File: src/pkg/fpe_pkg.sv
// Shared constants, types and encodings for the flash sequencer host
package fpe_pkg;
  // ----------------------------------------
  // Clock and timing
  // ----------------------------------------
  localparam int CLK_NS = 10;
  localparam int PHASE_NS = 80;
  localparam int PHASE_CYC = (PHASE_NS + CLK_NS - 1) / CLK_NS;
  localparam int SETUP_US = 4;
  localparam int SETUP_CYC = (SETUP_US * 1000 + CLK_NS - 1) / CLK_NS;
  localparam int BUSY_NS = 90;
  localparam int BUSY_CYC = (BUSY_NS + CLK_NS - 1) / CLK_NS;
  localparam int RP_NS = 500;
  localparam int RP_CYC = (RP_NS + CLK_NS - 1) / CLK_NS;
  localparam int READY_US = 20;
  localparam int READY_CYC = (READY_US * 1000 + CLK_NS - 1) / CLK_NS;
  localparam int WPP1_US = 150;
  localparam int WPP1_CYC = (WPP1_US * 1000 + CLK_NS - 1) / CLK_NS;
  localparam int WPP2_MS = 15;
  localparam int WPP2_CYC = (WPP2_MS * 1000000 + CLK_NS - 1) / CLK_NS;
  localparam int PROG_MAX_US = 150;
  localparam int PROG_TO_CYC = PROG_MAX_US * 1000 / CLK_NS;
  localparam int ERASE_MAX_S = 10;
  localparam int ERASE_TO_CYC = int'(64'(ERASE_MAX_S) * 64'd1000000000 / 64'(CLK_NS));
  // ----------------------------------------
  // Bus widths and command words
  // ----------------------------------------
  localparam int ADDR_W = 20;
  localparam int DATA_W = 8;
  localparam logic [19:0] UNLOCK1_ADDR = 20'h00AAA;
  localparam logic [19:0] UNLOCK2_ADDR = 20'h00555;
  localparam logic [7:0] UNLOCK1_DATA = 8'hAA;
  localparam logic [7:0] UNLOCK2_DATA = 8'h55;
  localparam logic [7:0] CMD_PROG = 8'hA0;
  localparam logic [7:0] CMD_ERASE_SETUP = 8'h80;
  localparam logic [7:0] CMD_SECTOR_ERASE = 8'h30;
  localparam logic [7:0] CMD_BYP_ENTER = 8'h20;
  localparam logic [7:0] CMD_BYP_EXIT1 = 8'h90;
  localparam logic [7:0] CMD_BYP_EXIT2 = 8'h00;
  localparam logic ERASED_BIT7 = 1'b1;
  localparam int POLL_BIT = 7;
  localparam int TOGGLE_BIT = 6;
  localparam int PROT_SEL_POS = 6;
  localparam logic [1:0] PROT_CODE_LO = 2'h2;
  // ----------------------------------------
  // Types
  // ----------------------------------------
  typedef enum logic [3:0] {
    OP_READ = 4'h0,
    OP_PROGRAM = 4'h1,
    OP_PROGRAM_BYP = 4'h2,
    OP_BYP_ENTER = 4'h3,
    OP_BYP_EXIT = 4'h4,
    OP_ERASE = 4'h5,
    OP_PROTECT = 4'h6,
    OP_UNPROTECT = 4'h7,
    OP_TU_ENTER = 4'h8,
    OP_TU_EXIT = 4'h9
  } fpe_op_t;
  typedef enum logic [3:0] {
    S_IDLE = 4'h0,
    S_WR_LO = 4'h1,
    S_WR_HI = 4'h2,
    S_BUSY_WAIT = 4'h3,
    S_POLL_LO = 4'h4,
    S_POLL_HI = 4'h5,
    S_READ_LO = 4'h6,
    S_HV_SETUP = 4'h7,
    S_HV_PULSE = 4'h8,
    S_HV_RECOVER = 4'h9,
    S_TU_RISE = 4'hA,
    S_TU_WAIT_RB = 4'hB,
    S_TU_HOLD = 4'hC,
    S_RST_PULSE = 4'hD,
    S_RST_WAIT = 4'hE
  } fpe_state_t;
  typedef struct packed {
    fpe_op_t op;
    logic [19:0] addr;
    logic [7:0] data;
  } fpe_cmd_t;
  typedef struct packed {
    logic ce_n;
    logic oe_n;
    logic we_n;
    logic [19:0] addr;
    logic [7:0] dq;
    logic dq_oe;
    logic reset_n;
    logic reset_hv;
    logic addr_hv;
  } fpe_pins_t;
  typedef struct packed {
    logic [19:0] addr;
    logic [7:0] data;
    logic last;
  } fpe_step_t;
  localparam fpe_pins_t PINS_RESET = '{ce_n: 1'b1, oe_n: 1'b1, we_n: 1'b1, addr: 20'h00000,
    dq: 8'h00, dq_oe: 1'b0, reset_n: 1'b0, reset_hv: 1'b0, addr_hv: 1'b0};
endpackage

File: src/core/fpe_host.sv
// Host-side sequencer driving a parallel NOR flash through its pins
`timescale 1ns/1ps
module fpe_host #(
  parameter int WPP1_CYC = fpe_pkg::WPP1_CYC,
  parameter int WPP2_CYC = fpe_pkg::WPP2_CYC,
  parameter int PROG_TO_CYC = fpe_pkg::PROG_TO_CYC,
  parameter int ERASE_TO_CYC = fpe_pkg::ERASE_TO_CYC
) (
  input wire logic clock_in,
  input wire logic rst_b_in,
  input wire logic cmd_valid_in,
  input wire fpe_pkg::fpe_cmd_t cmd_in,
  input wire logic abort_in,
  input wire logic [7:0] flash_dq_in,
  input wire logic flash_ready_busy_n_in,
  output logic busy_out,
  output logic done_out,
  output logic error_out,
  output logic [7:0] rdata_out,
  output logic tu_active_out,
  output fpe_pkg::fpe_pins_t flash_pins_out
);
  // ----------------------------------------
  // State and registers
  // ----------------------------------------
  fpe_pkg::fpe_state_t state_reg, state_next;
  fpe_pkg::fpe_cmd_t cmd_reg;
  fpe_pkg::fpe_pins_t pins_reg, pins_next;
  logic [2:0] step_reg, step_next;
  logic busy_reg, done_reg, error_reg, tu_active_reg, use_ce_reg;
  logic [7:0] rdata_reg, sample_reg, prev_reg;
  logic [1:0] poll_cnt_reg;
  logic ph_load, ph_exp, to_load, to_exp, finish, fail;
  logic [31:0] ph_val, to_val;
  logic [8:0] in_sync;
  wire [7:0] dq_s = in_sync[7:0];
  wire rb_s = in_sync[8];
  wire accept = cmd_valid_in && !busy_reg;
  wire abort_go = abort_in && state_reg != fpe_pkg::S_RST_PULSE && state_reg != fpe_pkg::S_RST_WAIT;

  fpe_sync #(.W(9)) u_sync (
    .clock_in(clock_in),
    .rst_b_in(rst_b_in),
    .async_in({flash_ready_busy_n_in, flash_dq_in}),
    .sync_out(in_sync)
  );
  fpe_timer #(.W(32)) u_phase (
    .clock_in(clock_in),
    .rst_b_in(rst_b_in),
    .load_in(ph_load),
    .value_in(ph_val),
    .expired_out(ph_exp)
  );
  fpe_timer #(.W(32)) u_timeout (
    .clock_in(clock_in),
    .rst_b_in(rst_b_in),
    .load_in(to_load),
    .value_in(to_val),
    .expired_out(to_exp)
  );

  // ----------------------------------------
  // Command sequence table
  // ----------------------------------------
  function automatic fpe_pkg::fpe_step_t seq_entry(input fpe_pkg::fpe_op_t op, input logic [2:0] st,
                                                   input logic [19:0] a, input logic [7:0] d);
    fpe_pkg::fpe_step_t s;
    logic [2:0] u;
    u = (op == fpe_pkg::OP_ERASE && st >= 3'h3) ? 3'(st - 3'h3) : st;
    s.addr = (u == 3'h1) ? fpe_pkg::UNLOCK2_ADDR : fpe_pkg::UNLOCK1_ADDR;
    s.data = (u == 3'h1) ? fpe_pkg::UNLOCK2_DATA : fpe_pkg::UNLOCK1_DATA;
    s.last = 1'b0;
    case (op)
      fpe_pkg::OP_PROGRAM: begin
        if (st == 3'h2) s.data = fpe_pkg::CMD_PROG;
        if (st == 3'h3) s = '{addr: a, data: d, last: 1'b1};
      end
      fpe_pkg::OP_PROGRAM_BYP: begin
        s.data = fpe_pkg::CMD_PROG;
        if (st == 3'h1) s = '{addr: a, data: d, last: 1'b1};
      end
      fpe_pkg::OP_BYP_ENTER: begin
        if (st == 3'h2) s = '{addr: fpe_pkg::UNLOCK1_ADDR, data: fpe_pkg::CMD_BYP_ENTER, last: 1'b1};
      end
      fpe_pkg::OP_BYP_EXIT: begin
        s.data = (st == 3'h0) ? fpe_pkg::CMD_BYP_EXIT1 : fpe_pkg::CMD_BYP_EXIT2;
        s.last = (st == 3'h1);
      end
      fpe_pkg::OP_ERASE: begin
        if (st == 3'h2) s.data = fpe_pkg::CMD_ERASE_SETUP;
        if (st == 3'h5) s = '{addr: a, data: fpe_pkg::CMD_SECTOR_ERASE, last: 1'b1};
      end
      default: s.last = 1'b1;
    endcase
    return s;
  endfunction

  fpe_pkg::fpe_step_t seq;
  assign seq = seq_entry(cmd_reg.op, step_reg, cmd_reg.addr, cmd_reg.data);
  wire is_unprot = (cmd_reg.op == fpe_pkg::OP_UNPROTECT);
  wire embedded = (cmd_reg.op == fpe_pkg::OP_PROGRAM || cmd_reg.op == fpe_pkg::OP_PROGRAM_BYP ||
                   cmd_reg.op == fpe_pkg::OP_ERASE);
  // expected true value of the poll bit
  wire expect7 = (cmd_reg.op == fpe_pkg::OP_ERASE) ? fpe_pkg::ERASED_BIT7 : cmd_reg.data[fpe_pkg::POLL_BIT];
  wire stable = (poll_cnt_reg == 2'h2) && (sample_reg[fpe_pkg::TOGGLE_BIT] == prev_reg[fpe_pkg::TOGGLE_BIT]);
  // erase bounded by its longest time
  wire [31:0] to_sel = (cmd_reg.op == fpe_pkg::OP_ERASE) ? 32'(ERASE_TO_CYC) : 32'(PROG_TO_CYC);
  wire [31:0] wpp_sel = is_unprot ? 32'(WPP2_CYC) : 32'(WPP1_CYC);

  // ----------------------------------------
  // Sequencer
  // ----------------------------------------
  always_comb begin
    state_next = state_reg;
    step_next = step_reg;
    ph_load = 1'b0;
    ph_val = 32'(fpe_pkg::PHASE_CYC);
    to_load = 1'b0;
    to_val = to_sel;
    finish = 1'b0;
    fail = 1'b0;
    case (state_reg)
      fpe_pkg::S_IDLE: begin
        if (accept) begin
          ph_load = 1'b1;
          step_next = 3'h0;
          case (cmd_in.op)
            // all-sector checks are plain reads, left to software
            fpe_pkg::OP_READ: state_next = fpe_pkg::S_READ_LO;
            fpe_pkg::OP_PROTECT, fpe_pkg::OP_UNPROTECT: begin
              // strobes set up before the write pulse
              state_next = fpe_pkg::S_HV_SETUP;
              ph_val = 32'(fpe_pkg::SETUP_CYC);
            end
            fpe_pkg::OP_TU_ENTER: begin
              state_next = fpe_pkg::S_TU_RISE;
              ph_val = 32'(fpe_pkg::SETUP_CYC);
            end
            fpe_pkg::OP_TU_EXIT: state_next = fpe_pkg::S_TU_WAIT_RB;
            default: state_next = fpe_pkg::S_WR_LO;
          endcase
        end
      end
      fpe_pkg::S_WR_LO: begin
        if (ph_exp) begin
          state_next = fpe_pkg::S_WR_HI;
          ph_load = 1'b1;
        end
      end
      fpe_pkg::S_WR_HI: begin
        if (ph_exp && !seq.last) begin
          step_next = 3'(step_reg + 3'h1);
          state_next = fpe_pkg::S_WR_LO;
          ph_load = 1'b1;
        end else if (ph_exp && embedded) begin
          state_next = fpe_pkg::S_BUSY_WAIT;
          ph_load = 1'b1;
          ph_val = 32'(fpe_pkg::BUSY_CYC);
          to_load = 1'b1;
        end else if (ph_exp) begin
          finish = 1'b1;
        end
      end
      fpe_pkg::S_BUSY_WAIT, fpe_pkg::S_POLL_HI: begin
        if (ph_exp && state_reg == fpe_pkg::S_POLL_HI && stable) begin
          finish = 1'b1;
          fail = (sample_reg[fpe_pkg::POLL_BIT] != expect7);
        end else if (ph_exp && state_reg == fpe_pkg::S_POLL_HI && to_exp) begin
          finish = 1'b1;
          fail = 1'b1;
        end else if (ph_exp) begin
          state_next = fpe_pkg::S_POLL_LO;
          ph_load = 1'b1;
        end
      end
      fpe_pkg::S_POLL_LO: begin
        if (ph_exp) begin
          state_next = fpe_pkg::S_POLL_HI;
          ph_load = 1'b1;
        end
      end
      fpe_pkg::S_HV_SETUP: begin
        if (ph_exp) begin
          state_next = fpe_pkg::S_HV_PULSE;
          ph_load = 1'b1;
          ph_val = wpp_sel;
        end
      end
      fpe_pkg::S_HV_PULSE: begin
        if (ph_exp) begin
          state_next = fpe_pkg::S_HV_RECOVER;
          ph_load = 1'b1;
        end
      end
      fpe_pkg::S_TU_WAIT_RB: begin
        if (rb_s) begin
          state_next = fpe_pkg::S_TU_HOLD;
          ph_load = 1'b1;
          ph_val = 32'(fpe_pkg::SETUP_CYC);
        end
      end
      fpe_pkg::S_RST_PULSE: begin
        if (ph_exp) begin
          state_next = fpe_pkg::S_RST_WAIT;
          ph_load = 1'b1;
          ph_val = 32'(fpe_pkg::READY_CYC);
        end
      end
      fpe_pkg::S_RST_WAIT: begin
        finish = ph_exp;
        fail = 1'b1;
      end
      default: finish = ph_exp;
    endcase
    if (finish) state_next = fpe_pkg::S_IDLE;
    if (abort_go) begin
      state_next = fpe_pkg::S_RST_PULSE;
      ph_load = 1'b1;
      ph_val = 32'(fpe_pkg::RP_CYC);
      finish = 1'b0;
    end
  end

  // ----------------------------------------
  // Pin decode
  // ----------------------------------------
  wire st_wr = (state_reg == fpe_pkg::S_WR_LO || state_reg == fpe_pkg::S_WR_HI);
  wire st_hv = (state_reg == fpe_pkg::S_HV_SETUP || state_reg == fpe_pkg::S_HV_PULSE ||
                state_reg == fpe_pkg::S_HV_RECOVER);
  wire st_poll_hi = (state_reg == fpe_pkg::S_POLL_HI);
  wire st_rd = (state_reg == fpe_pkg::S_READ_LO || state_reg == fpe_pkg::S_POLL_LO);
  wire st_tu = (state_reg == fpe_pkg::S_TU_RISE || state_reg == fpe_pkg::S_TU_WAIT_RB ||
                state_reg == fpe_pkg::S_TU_HOLD);
  // protect code on the low address bits
  wire [19:0] hv_addr = {cmd_reg.addr[19:7], is_unprot, cmd_reg.addr[5:2], fpe_pkg::PROT_CODE_LO};
  always_comb begin
    pins_next = pins_reg;
    pins_next.ce_n = !(state_reg == fpe_pkg::S_WR_LO || st_rd || st_hv || (st_poll_hi && !use_ce_reg));
    pins_next.oe_n = !(st_rd || state_reg == fpe_pkg::S_HV_SETUP || state_reg == fpe_pkg::S_HV_PULSE ||
                       (st_poll_hi && use_ce_reg));
    pins_next.we_n = !(state_reg == fpe_pkg::S_WR_LO || state_reg == fpe_pkg::S_HV_PULSE);
    // status reads keep the target address, which any address allows
    pins_next.addr = st_wr ? seq.addr : (st_hv ? hv_addr : cmd_reg.addr);
    pins_next.dq = seq.data;
    pins_next.dq_oe = st_wr;
    pins_next.reset_n = (state_reg != fpe_pkg::S_RST_PULSE);
    pins_next.reset_hv = (tu_active_reg || st_tu) && state_reg != fpe_pkg::S_RST_PULSE;
    pins_next.addr_hv = st_hv;
  end

  // ----------------------------------------
  // Registers
  // ----------------------------------------
  always_ff @(posedge clock_in) begin
    if (!rst_b_in) begin
      state_reg <= fpe_pkg::S_IDLE;
      step_reg <= 3'h0;
      cmd_reg <= '0;
      pins_reg <= fpe_pkg::PINS_RESET;
      busy_reg <= 1'b0;
      done_reg <= 1'b0;
      error_reg <= 1'b0;
      tu_active_reg <= 1'b0;
      use_ce_reg <= 1'b0;
      rdata_reg <= 8'h00;
      sample_reg <= 8'h00;
      prev_reg <= 8'h00;
      poll_cnt_reg <= 2'h0;
    end else begin
      state_reg <= state_next;
      step_reg <= step_next;
      pins_reg <= pins_next;
      done_reg <= finish;
      if (finish) error_reg <= fail;
      if (accept && state_reg == fpe_pkg::S_IDLE) cmd_reg <= cmd_in;
      busy_reg <= (state_next != fpe_pkg::S_IDLE);
      if (state_reg == fpe_pkg::S_BUSY_WAIT) poll_cnt_reg <= 2'h0;
      // sample each status read for the toggle compare
      if (state_reg == fpe_pkg::S_POLL_LO && ph_exp) begin
        prev_reg <= sample_reg;
        sample_reg <= dq_s;
        if (poll_cnt_reg != 2'h2) poll_cnt_reg <= 2'(poll_cnt_reg + 2'h1);
      end
      if (st_rd && ph_exp) rdata_reg <= dq_s;
      if (st_poll_hi && ph_exp) use_ce_reg <= !use_ce_reg;
      if (finish && state_reg == fpe_pkg::S_TU_RISE) tu_active_reg <= 1'b1;
      if ((finish && state_reg == fpe_pkg::S_TU_HOLD) || abort_go) tu_active_reg <= 1'b0;
    end
  end
  assign busy_out = busy_reg;
  assign done_out = done_reg;
  assign error_out = error_reg;
  assign rdata_out = rdata_reg;
  assign tu_active_out = tu_active_reg;
  assign flash_pins_out = pins_reg;

  // ----------------------------------------
  // Checks
  // ----------------------------------------
  // Counters: 0 oe low, 1 ce low, 2 we low, 3 reset elevated, 4 rb high while elevated
  logic [4:0] hc_cond;
  logic [31:0] hc_reg [5];
  logic [2:0] wr_cnt_reg;
  assign hc_cond = {rb_s && pins_reg.reset_hv, pins_reg.reset_hv, !pins_reg.we_n, !pins_reg.ce_n, !pins_reg.oe_n};
  genvar g;
  generate
    for (g = 0; g < 5; g++) begin : g_hc
      always_ff @(posedge clock_in) begin
        if (!rst_b_in || !hc_cond[g]) hc_reg[g] <= 32'h0;
        else if (hc_reg[g] != 32'hFFFFFFFF) hc_reg[g] <= hc_reg[g] + 32'h1;
      end
    end
  endgenerate
  always_ff @(posedge clock_in) begin
    if (!rst_b_in || (accept && state_reg == fpe_pkg::S_IDLE)) wr_cnt_reg <= 3'h0;
    else if (pins_next.we_n == 1'b0 && pins_reg.we_n && state_reg == fpe_pkg::S_WR_LO)
      wr_cnt_reg <= 3'(wr_cnt_reg + 3'h1);
  end
  logic we_prev_reg;
  always_ff @(posedge clock_in) we_prev_reg <= !rst_b_in || pins_reg.we_n;
  wire we_fall = !pins_reg.we_n && we_prev_reg;
endmodule

File: src/core/fpe_sync.sv
// Two-stage synchroniser for flash pin inputs
`timescale 1ns/1ps
module fpe_sync #(
  parameter int W = 9
) (
  input wire logic clock_in,
  input wire logic rst_b_in,
  input wire logic [W-1:0] async_in,
  output logic [W-1:0] sync_out
);
  // ----------------------------------------
  // One flop pair per bit
  // ----------------------------------------
  genvar i;
  generate
    for (i = 0; i < W; i++) begin : g_bit
      logic meta_reg;
      logic sync_reg;
      always_ff @(posedge clock_in) begin
        if (!rst_b_in) begin
          meta_reg <= 1'b0;
          sync_reg <= 1'b0;
        end else begin
          meta_reg <= async_in[i];
          sync_reg <= meta_reg;
        end
      end
      assign sync_out[i] = sync_reg;
    end
  endgenerate
endmodule

File: src/core/fpe_timer.sv
// Loadable down counter used for phase and timeout intervals
`timescale 1ns/1ps
module fpe_timer #(
  parameter int W = 32
) (
  input wire logic clock_in,
  input wire logic rst_b_in,
  input wire logic load_in,
  input wire logic [W-1:0] value_in,
  output logic expired_out
);
  logic [W-1:0] count_reg;
  always_ff @(posedge clock_in) begin
    if (!rst_b_in) begin
      count_reg <= '0;
    end else if (load_in) begin
      count_reg <= value_in;
    end else if (count_reg != '0) begin
      count_reg <= count_reg - 1'b1;
    end
  end
  assign expired_out = (count_reg == '0);
endmodule

File: config.mk
export PLATFORM = sky130hd
export DESIGN_NAME = fpe_host
export DESIGN_NICKNAME = d
export VERILOG_FILES = /design/src/pkg/fpe_pkg.sv /design/src/core/fpe_host.sv /design/src/core/fpe_sync.sv /design/src/core/fpe_timer.sv
export SDC_FILE = /design/constraint.sdc
export NUM_CORES = 1
export LEC_CHECK = 0
export BUFFER_PORTS_ARGS = -buffer_cell sky130_fd_sc_hd__buf_2
export CAP_MARGIN = 0
export CORE_MARGIN = 1.5
export CORE_UTILIZATION = 62
export CTS_CLUSTER_SIZE = 14
export DETAILED_ROUTE_END_ITERATION = 6
export GPL_TIMING_DRIVEN = 0
export PLACE_DENSITY = 0.84
export SKIP_LAST_GASP = 1
export SYNTH_ARGS = -nofsm -noshare
export SYNTH_HDL_FRONTEND = slang
export SYNTH_SLANG_ARGS = --single-unit
File: constraint.sdc
create_clock -name clock_in -period 4.8 [get_ports clock_in]
set_clock_uncertainty 0.2 [all_clocks]
set_input_delay 1.44 -clock clock_in [delete_from_list [all_inputs] [get_ports clock_in]]
set_output_delay 1.44 -clock clock_in [all_outputs]
set_load 0.02 [all_outputs]
==> results.json <==
{
  "clock_latency_ps": 440,
  "grt_max_degree": 18,
  "rows": 41,
  "ys_seq_area_share_pct": 43.6,
  "cts_max_level": 4,
  "synth-async-reset-ratio_pct": 0,
  "nets": 1154,
  "clock_sinks": 174,
  "layout-drive-gt1-share_pct": 13.5,
  "finalCriticalPeriod_ps": 3800,
  "relSlewSlack_pct": 31.9,
  "die-width_um": 116,
  "dp_hpwl_um": 14200,
  "clockBufferDepth": 2,
  "die_h_um": 116,
  "coreArea_mm2": 0.0126,
  "hp-start": "u_sync.g_bit[0].meta_reg",
  "worstHoldPathType": "reg -> reg",
  "syn_area_mm2": 0.00799,
  "yosysWarnings": 0,
  "startpoint_type": "flip-flop",
  "cts_tree": "built",
  "crit_required_ps": 4970,
  "rsz0062_at_grt": "no",
  "report.final.hold_viol_count": 0,
  "cts-buffers-inserted": 17,
  "nFillCells": 985,
  "drcViolationCount": 0,
  "path_class": "reg -> reg",
  "r2r_slack_ps": 1000,
  "synthCells": 991,
  "vias": 7475,
  "p_leak_nw": 3.62,
  "syn_nets": 1044,
  "synth_seq_cells": 174,
  "ios": 92,
  "firstDrtPassIters": 5,
  "io_buffers": 91,
  "vdd_drop_max_uv": 312,
  "min_delay_path_depth": 1,
  "grt_pass1_vias": 6994,
  "tns_ps": 0,
  "cts.reportedPaths.clkPinSlew_ps": 70,
  "cts_hold_buf": 0,
  "maxSlewViolCount": 0,
  "status": "completed",
  "crit_fanout": 10,
  "endpoint_kind": "flip-flop",
  "grtUsageTotal_pct": 31.5,
  "ctsResizeCount": 0,
  "final_antenna_net_count": 0,
  "hold_end": "u_sync.g_bit[0].sync_reg",
  "r2r_start": "u_timeout.count_reg[2]",
  "area_growth_pct": 15.6,
  "largest_reg_flops": 35,
  "syn_avg_cell_area_um2": 8.06,
  "grt-ovfl-total": 0,
  "hold-worst-slack_ps": 236,
  "dominantRegCellSynth": "dfxtp_1",
  "drv_cap": 0,
  "antenna_found_initial": 0,
  "synth_edf_count": 0,
  "drt_iter0_markers": 714,
  "post_cts_buffers": 0,
  "cts_root_buffer": "clkbuf_16",
  "antenna_cells": 0,
  "clock.fmax_ghz": 0.263,
  "synth.distinct_cells": 73,
  "routedWlPerCell_um": 15.5,
  "tightest_slew_ps": 1010,
  "reg2regPathDepth": 8,
  "reg2reg_to": "u_phase.count_reg[21]",
  "post-route-period-util_pct": 79.2,
  "finalSetupViolations": 0,
  "routed_wl_um": 20000,
  "routed_via_density": 5.81,
  "start_util_pct": 63.5,
  "powerDensity_mw_per_mm2": 581,
  "cp_data_arrival_time_ps": 3970,
  "grt_pass1_wl_um": 33300,
  "dieArea_mm2": 0.0136,
  "routabilityCongestion": 1.00
}
cells in the mapped netlist, types with 13 or more instances:
| cell type | count | area (µm²) |
|---|---|---|
| nor2_1 | 113 | 424 |
| nand2b_1 | 14 | 87.6 |
| a21oi_1 | 108 | 541 |
| inv_1 | 15 | 56.3 |
| xor2_1 | 20 | 175 |
| nor3_1 | 38 | 190 |
| nand2_1 | 150 | 563 |
| nor4_1 | 15 | 93.8 |
| and2_1 | 23 | 144 |
| nand3_1 | 22 | 110 |
| and3_1 | 13 | 81.3 |
| dfxtp_1 | 174 | 3480 |
| or4_1 | 13 | 97.6 |
| clkbuf_1 | 39 | 146 |
| o21ai_0 | 41 | 205 |
| xnor2_1 | 33 | 289 |
kinds of logic (layout without fill, tap and decap cells):
kind of cell               count (synthesis)  after routing  synth area share (%)
muxes                                      4              4                 0.517
adders and majority gates                  8              8                  1.25
buffers and inverters                     65            188                  3.31
xor gates and xnor gates                  53             53                  5.81
AOI/OAI and AO/OA                        225            225                  17.0
and+or+nand+nor                          462            462                  28.5
DFF                                      174            174                  43.6
per-layer routing:
metal / part of all wire [%] / vias up / GRT usage [%] / wire [µm]
met3: 7.4 / 48 / 7.37 / 1480
met4: 2.7 / 0 / 13.1 / 537
li1: - / 3692 / - / -
met2: 47 / 292 / 51.1 / 9310
met5: 0 / - / 0 / 0
met1: 43 / 3443 / 40.4 / 8660
worst max-delay path: stages (launching register included):
cell and delay (ps):
dfxtp_1 340, nor3_1 580, nand4_1 260, o41ai_1 840
o211ai_1 340, a21boi_2 460, nand3_1 300, buf_4 280
nor2_1 120
area by class of cell:
class | instances | area, µm² | share of cell area (%)
Multi-Input combinational cell | 752 | 4250 | 46.0
Timing Repair Buffer | 91 | 455 | 4.93
Clock buffer | 19 | 443 | 4.80
Clock inverter | 13 | 125 | 1.36
Inverter | 16 | 60.1 | 0.651
Tap cell | 172 | 215 | 2.33
Buffer | 49 | 204 | 2.21
Sequential cell | 174 | 3480 | 37.7
power breakdown:
part           total (mW)  switching, mW  internal, mW
Combinational        2.12           1.28         0.842
Clock                1.33          0.626         0.699
Sequential           1.92          0.223          1.70
worst max path at each step:
stage,endpoint,depth (start not counted),slack (ps),startpoint
final,u_phase.count_reg[21],8,1000,u_timeout.count_reg[2]
after global routing,u_phase.count_reg[21],8,630,u_timeout.count_reg[8]
after CTS,u_phase.count_reg[21],8,1060,u_timeout.count_reg[2]
after detailed placement,u_phase.count_reg[21],9,950,cmd_valid_in
after global placement,busy_out,7,820,cmd_valid_in
after floorplan,u_timeout.count_reg[13],9,1670,u_phase.count_reg[24]
placed cells by master, fill, tap and decap left out, types with 9 or more instances in the layout:
cell,instances
a211oi_1,10
a21oi_1,108
and2_1,23
and3_1,13
buf_2,95
clkbuf_1,40
clkbuf_16,17
dfxtp_1,174
inv_1,15
nand2_1,150
nand2b_1,14
nand3_1,22
nand4_1,9
nor2_1,113
nor2b_1,10
nor3_1,38
nor4_1,14
o21ai_0,41
or3_1,11
or4_1,13
xnor2_1,33
xor2_1,20
per-stage QoR:
stage | setup WS (ps) | utilization [%] | power, mW | instances | instance area [µm²]
after floorplan | 1670 | - | 3.56 | 991 | 7990
after global placement | 822 | 68.9 | 3.97 | 1254 | 8660
after detailed placement | 946 | 68.9 | 4.02 | 1254 | 8660
after CTS | 1060 | 73.4 | 5.35 | 1286 | 9230
after global routing | 626 | 73.4 | 5.73 | 1286 | 9230
final | 1000 | 73.4 | 5.37 | 1286 | 9230
No activity file was read; power rests on OpenSTA's default activity.
